==> src/core/slls_pkg.sv <==
// ==========================================================
// lane link status: shared constants and carriers
// ==========================================================
package slls_pkg;

  localparam int ADDR_W = 16;
  localparam int DATA_W = 32;
  localparam int CNT_W = 8;

  // ==========================================================
  // register indices; byte address is four times the index
  // ==========================================================
  localparam logic [ADDR_W-1:0] IDX_LANE6_FLAGS = 16'h04B6;
  localparam logic [ADDR_W-1:0] IDX_LANE7_FLAGS = 16'h04B7;
  localparam logic [ADDR_W-1:0] IDX_LINK_CTRL = 16'h04C0;
  localparam logic [ADDR_W-1:0] ADDR_LANE6_FLAGS = IDX_LANE6_FLAGS << 2;
  localparam logic [ADDR_W-1:0] ADDR_LANE7_FLAGS = IDX_LANE7_FLAGS << 2;
  localparam logic [ADDR_W-1:0] ADDR_LINK_CTRL = IDX_LINK_CTRL << 2;

  // ==========================================================
  // status byte fields
  // ==========================================================
  localparam int BIT_DISPARITY = 7;
  localparam int BIT_INVALID_SYM = 6;
  localparam int BIT_UNEXP_CHAR = 5;
  localparam int BIT_DESKEW = 4;
  localparam int BIT_ALIGN_SYNC = 3;
  localparam int BIT_CHECKSUM = 2;
  localparam int BIT_FRAME_SYNC = 1;
  localparam int BIT_GROUP_SYNC = 0;
  localparam logic [7:0] FLAGS_RESET = 8'h00;

  // ==========================================================
  // control word fields
  // ==========================================================
  localparam int CTRL_THR_LSB = 0;
  localparam int CTRL_SKIP_BIT = 8;
  localparam logic [CNT_W-1:0] THRESHOLD_RESET = 8'hFF;
  localparam logic SKIP_RESET = 1'b0;

  typedef struct packed {
    logic [CNT_W-1:0] disp_err_cnt;
    logic [CNT_W-1:0] invalid_sym_cnt;
    logic [CNT_W-1:0] unexp_char_cnt;
    logic [7:0] calc_cksum;
    logic [7:0] rx_cksum;
    logic deskew_ok;
    logic lane_align_sync_ok;
    logic frame_sync_ok;
    logic symbol_group_sync_ok;
  } slls_lane_in_t;

endpackage : slls_pkg

==> src/core/slls_lane_flags.sv <==
`timescale 1ns/1ps
// ==========================================================
// one lane's live status byte
// ==========================================================
module slls_lane_flags #(
  parameter int CNT_W = slls_pkg::CNT_W
) (
  input wire logic ref_clk,
  input wire logic sys_rst,
  input slls_pkg::slls_lane_in_t lane_in,
  input wire logic [CNT_W-1:0] error_threshold,
  output logic [7:0] flags_q
);

  logic [7:0] flags_d;

  always_comb begin
    flags_d = slls_pkg::FLAGS_RESET;
    // counts compared live, so with a nonzero threshold a flag drops again once the counter is cleared
    flags_d[slls_pkg::BIT_DISPARITY] = lane_in.disp_err_cnt >= error_threshold;
    flags_d[slls_pkg::BIT_INVALID_SYM] = lane_in.invalid_sym_cnt >= error_threshold;
    flags_d[slls_pkg::BIT_UNEXP_CHAR] = lane_in.unexp_char_cnt >= error_threshold;
    flags_d[slls_pkg::BIT_DESKEW] = lane_in.deskew_ok;
    flags_d[slls_pkg::BIT_ALIGN_SYNC] = lane_in.lane_align_sync_ok;
    flags_d[slls_pkg::BIT_CHECKSUM] = lane_in.calc_cksum == lane_in.rx_cksum;
    flags_d[slls_pkg::BIT_FRAME_SYNC] = lane_in.frame_sync_ok;
    flags_d[slls_pkg::BIT_GROUP_SYNC] = lane_in.symbol_group_sync_ok;
  end

  always_ff @(posedge ref_clk) begin
    if (sys_rst) begin
      flags_q <= slls_pkg::FLAGS_RESET;
    end else begin
      flags_q <= flags_d;
    end
  end

endmodule : slls_lane_flags

==> src/core/slls_top.sv <==
// Summary of operation
// - each lane's bit 7 is 1 while its disparity error count is at or above the threshold.
// - each lane's bit 6 is 1 while its invalid-symbol count is at or above the threshold.
// - each lane's bit 5 is 1 while its unexpected-character count is at or above the threshold.
// - bit 4 shows 1 when interlane deskew succeeded and 0 when it failed.
// - bit 3 shows 1 while initial lane alignment sync is held and 0 once lost.
// - bit 2 shows 1 when the computed and received config checksums match.
// - bit 1 shows 1 while frame sync is achieved and 0 when lost.
// - bit 0 shows 1 while code group sync is achieved and 0 when lost.
//
// The APB register port was decided locally.
`timescale 1ns/1ps
module slls_top (
  input wire logic ref_clk,
  input wire logic sys_rst,
  input wire logic [slls_pkg::ADDR_W-1:0] paddr,
  input wire logic psel,
  input wire logic penable,
  input wire logic pwrite,
  input wire logic [slls_pkg::DATA_W-1:0] pwdata,
  input wire logic [3:0] pstrb,
  output logic [slls_pkg::DATA_W-1:0] prdata,
  output logic pready,
  output logic pslverr,
  input slls_pkg::slls_lane_in_t lane6_in,
  input slls_pkg::slls_lane_in_t lane7_in,
  output logic [7:0] lane6_flags,
  output logic [7:0] lane7_flags,
  output logic skip_lane_alignment_seq
);

  // ==========================================================
  // control state
  // ==========================================================
  logic [slls_pkg::CNT_W-1:0] thr_q;
  logic [slls_pkg::CNT_W-1:0] thr_d;
  logic skip_q;
  logic skip_d;

  // ==========================================================
  // bus answer state
  // ==========================================================
  logic pready_q;
  logic pready_d;
  logic pslverr_q;
  logic pslverr_d;
  logic [slls_pkg::DATA_W-1:0] prdata_q;
  logic [slls_pkg::DATA_W-1:0] prdata_d;
  logic access;
  logic commit;
  logic hit_l6;
  logic hit_l7;
  logic hit_ctrl;

  assign access = psel && penable;
  // a write lands only on the edge where pready is seen high
  assign commit = access && pready_q;
  assign hit_l6 = paddr == slls_pkg::ADDR_LANE6_FLAGS;
  assign hit_l7 = paddr == slls_pkg::ADDR_LANE7_FLAGS;
  assign hit_ctrl = paddr == slls_pkg::ADDR_LINK_CTRL;

  // ==========================================================
  // per-lane status bytes
  // ==========================================================
  slls_lane_flags #(
    .CNT_W(slls_pkg::CNT_W)
  ) u_lane6 (
    .ref_clk(ref_clk),
    .sys_rst(sys_rst),
    .lane_in(lane6_in),
    .error_threshold(thr_q),
    .flags_q(lane6_flags)
  );

  slls_lane_flags #(
    .CNT_W(slls_pkg::CNT_W)
  ) u_lane7 (
    .ref_clk(ref_clk),
    .sys_rst(sys_rst),
    .lane_in(lane7_in),
    .error_threshold(thr_q),
    .flags_q(lane7_flags)
  );

  // ==========================================================
  // apb slave: one wait state, answer registered
  // ==========================================================
  always_comb begin
    pready_d = access && !pready_q;
    pslverr_d = 1'b0;
    prdata_d = prdata_q;
    if (access && !pready_q) begin
      prdata_d = 32'h0000_0000;
      pslverr_d = !(hit_l6 || hit_l7 || hit_ctrl);
      if (!pwrite && hit_l6) begin
        prdata_d[7:0] = lane6_flags;
      end else if (!pwrite && hit_l7) begin
        prdata_d[7:0] = lane7_flags;
      end else if (!pwrite && hit_ctrl) begin
        prdata_d[slls_pkg::CTRL_THR_LSB +: slls_pkg::CNT_W] = thr_q;
        prdata_d[slls_pkg::CTRL_SKIP_BIT] = skip_q;
      end
    end else if (access) begin
      pslverr_d = pslverr_q;
    end
  end

  always_ff @(posedge ref_clk) begin
    if (sys_rst) begin
      pready_q <= 1'b0;
      pslverr_q <= 1'b0;
      prdata_q <= 32'h0000_0000;
    end else begin
      pready_q <= pready_d;
      pslverr_q <= pready_d ? pslverr_d : 1'b0;
      prdata_q <= prdata_d;
    end
  end

  // ==========================================================
  // control register; status bytes have no write path
  // ==========================================================
  always_comb begin
    thr_d = thr_q;
    skip_d = skip_q;
    if (commit && pwrite && hit_ctrl) begin
      if (pstrb[0]) begin
        thr_d = pwdata[slls_pkg::CTRL_THR_LSB +: slls_pkg::CNT_W];
      end
      if (pstrb[1]) begin
        skip_d = pwdata[slls_pkg::CTRL_SKIP_BIT];
      end
    end
  end

  always_ff @(posedge ref_clk) begin
    if (sys_rst) begin
      thr_q <= slls_pkg::THRESHOLD_RESET;
      skip_q <= slls_pkg::SKIP_RESET;
    end else begin
      thr_q <= thr_d;
      skip_q <= skip_d;
    end
  end

  assign prdata = prdata_q;
  assign pready = pready_q;
  assign pslverr = pslverr_q;
  // exported so firmware knows when bits 4..1 carry no meaning
  assign skip_lane_alignment_seq = skip_q;
endmodule : slls_top

==> config.mk <==
export PLATFORM = sky130hd
export DESIGN_NAME = slls_top
export DESIGN_NICKNAME = d
export VERILOG_FILES = /design/src/core/slls_pkg.sv /design/src/core/slls_lane_flags.sv /design/src/core/slls_top.sv
export SDC_FILE = /design/constraint.sdc
export NUM_CORES = 1
export LEC_CHECK = 0
export BUFFER_PORTS_ARGS = -buffer_cell sky130_fd_sc_hd__buf_2
export CORE_ASPECT_RATIO = 0.7
export CORE_MARGIN = 1.5
export CORE_UTILIZATION = 28
export CTS_BUF_LIST = sky130_fd_sc_hd__clkbuf_8
export CTS_CLUSTER_SIZE = 8
export DETAILED_ROUTE_END_ITERATION = 10
export GPL_TIMING_DRIVEN = 0
export PLACE_DENSITY_LB_ADDON = 0.1
export SLEW_MARGIN = 20
export SYNTH_ARGS = -nofsm -noshare
export SYNTH_HDL_FRONTEND = slang
export SYNTH_HIERARCHICAL = 1
export SYNTH_SLANG_ARGS = --single-unit
==> constraint.sdc <==
create_clock -name ref_clk -period 2.2 [get_ports ref_clk]
set_input_delay 0.55 -clock ref_clk [delete_from_list [all_inputs] [get_ports ref_clk]]
set_output_delay 0.55 -clock ref_clk [all_outputs]
set_load 0.03 [all_outputs]
==> results_dict.tcl <==
set metrics [dict create \
    drive_gt1_share_pct 38.34 \
    post-route-period-util_pct 90.79 \
    synth_top_area_share_pct 25.45 \
    fin_skew_ps 5.944 \
    place_area_mm2 0.003811 \
    ys.flop_type "dfxtp_1" \
    routed_wirelength_um 8971 \
    multi_input_area_mm2 0.001867 \
    gp_congestion 0.7739 \
    ys_ff_latch 36 \
    grt_pass1_wl_um 13510 \
    drt-wirelength-per-cell_um 14.45 \
    cts_tree "done" \
    async_flop_share_pct 0 \
    holdWs_ps 454.9 \
    leakagePower_nw 2.155 \
    synth_edf_count 0 \
    antenna_found_initial 0 \
    grt_max_degree 20 \
    dp.cells 613 \
    post-cts-setup-buffers 0 \
    maxCapViolCount 0 \
    cp_max_fo 19 \
    syn-instance-count 317 \
    layout.nets 685 \
    clk_pin_slew_ps 80 \
    postRouteAntennaNets 0 \
    fin_area_mm2 0.003938 \
    diodes 0 \
    cts.repair.resized 0 \
    postCtsHoldBufs 0 \
    reg2reg_depth 4 \
    clockRootBuffer "clkbuf_8" \
    h-tree-depth 2 \
    yosysMostFrequentCell "ha_1" \
    drc 0 \
    synth_area_leaders "dfxtp_1 25%, ha_1 21%, buf_4 6.1%" \
    firstDrtPassIters 4 \
    clock_path_buffers 2 \
    tightest_slew_ps 877.8 \
    worstPathRequired_ps 2430 \
    p_per_area_mw_per_mm2 427.2 \
    crit_path_start_kind "input pin" \
    maxSlewHeadroom_pct 41.00 \
    end_kind "register" \
    final_util_pct 40.35 \
    path_class "in2reg" \
    drv_slew 0 \
    die_h_um 87.14 \
    min_path_type "in2reg" \
    area_delta_synth_final_pct 39.06 \
    ff2ff_setup_slack_ps 440 \
    crit_end "prdata[7]" \
    setup_ws_ps 202.7 \
    first_global_vias 2649 \
    hold_viol 0 \
    start_util_pct 29.01 \
    gr-usage-all-layers_pct 16.64 \
    setup-violations-final 0 \
    avgSynthCellArea_um2 8.932 \
    synth_top_area_cell "dfxtp_1" \
    status "completed" \
    synth_cell_types 43 \
    r2r_end "prdata[7]" \
    finalNonFillerCells 621 \
    rows 30 \
    synth_commonest_cells "48 x ha_1, 36 x dfxtp_1, 29 x inv_1" \
    ys_seq_area_share_pct 25.45 \
    period_minus_slack_ps 1997 \
    die_area_mm2 0.01073 \
    vias_per_cell 4.700 \
    cts.sinks 36 \
    post-place-ws_ps -162.6 \
    core_mm2 0.009759 \
    rr_startpoint "pready" \
    ys_warn_count 6 \
    clock_latency_ps 300 \
    die_w_um 123.2 \
    hpwlAfterDp_um 7357 \
    port_buffers 146 \
    num-fill-cells 1052 \
    seqCellArea_um2 720.7 \
    drt-initial-drc-count 132 \
    max_freq_mhz 500.7 \
    rsz0062_at_grt "no" \
    vias 2919 \
    gr-total-overflow 0 \
    worstPathArrival_ps 2230 \
    synth_area_mm2 0.002831 \
    cts_made_buffers 5 \
    ioPinCount 196 \
    startpoint "sys_rst" \
    peakVddDrop_uv 229.9 \
]
==> layout by cell type, fill, tap and decap left out, types with 4 or more instances in the layout <==
cell type and instances:
a211oi_1 6, nand4_1 19, a31oi_1 6, buf_2 150
inv_1 29, a32oi_1 16, o31ai_1 9, dfxtp_1 36
o211ai_1 6, a211o_1 6, and3_1 8, clkbuf_8 7
o21ai_0 6, buf_4 23, nor2b_1 10, ha_1 48
nand2_1 4, nor2_1 7, a21oi_1 7, conb_1 23
nand3_1 17, xnor2_1 14, a21o_1 6
==> final cells by class <==
cell class                 count  area share [%]
multi-input combinational    241           47.41
timing repair buffer         146           18.56
sequential                    36           18.30
buffer                        32           5.593
tap                          128           4.067
inverter                      30           2.860
clock buffer                   7           2.447
clock inverter                 1          0.7626
==> kinds of logic after synthesis <==
kind of cell               synth area share [%]
xor gates and xnor gates                  4.949
and+or+nand+nor                           17.19
adders and majority gates                 21.21
other                                    0.1324
DFF                                       25.45
AOI/OAI and AO/OA                         19.31
buffers and inverters                     11.75
==> flip-flops by register name (all words and copies together) (netlist names) <==
name	count
prdata	9
pready	1
pslverr	1
skip_lane_alignment_seq	1
thr_q	8
u_lane6/flags_q	8
u_lane7/flags_q	8
==> layer usage <==
layer	vias up	share of wire, %	global-route usage, %
met1	1308	52	24.71
met2	100	41	24.49
met5	-	0	0
met4	0	0.86	2.926
li1	1501	-	-
met3	10	6.2	3.927
==> through the flow <==
| step | TNS [ps] | power [W] |
|---|---|---|
| final | 0 | 0.001682 |
| after global routing | 0 | 0.001776 |
| after CTS | 0 | 0.001708 |
| after floorplan | 0 | 0.0008835 |
| after global placement | -885.6 | 0.001033 |
| after detailed placement | -1269 | 0.001041 |
==> power by group <==
group          leakage [nW]  total, W  switching [W]  internal (W)
Sequential            0.293  0.000666     0.00000497      0.000661
Clock                0.0645  0.000657       0.000257      0.000400
Combinational          1.80  0.000359       0.000193      0.000166
Total                  2.15   0.00168       0.000455       0.00123
==> worst min-delay path by stage <==
stage	from	endpoint	slack, ps	depth (start not counted)
final	lane6_in[2]	u_lane6/flags_q[3]	450	2
after global routing	lane6_in[2]	u_lane6/flags_q[3]	440	2
after CTS	lane6_in[2]	u_lane6/flags_q[3]	440	2
after detailed placement	prdata[8]	prdata[8]	440	2
after global placement	prdata[8]	prdata[8]	430	2
after floorplan	thr_q[1]	thr_q[1]	480	2
==> worst max-delay path, stage by stage <==
cell	delay (ps)
buf_2	240
nand4bb_1	340
nor4_2	770
a32oi_1	220
o21ai_0	100
Note: power is estimated with default switching activity, not from simulation.
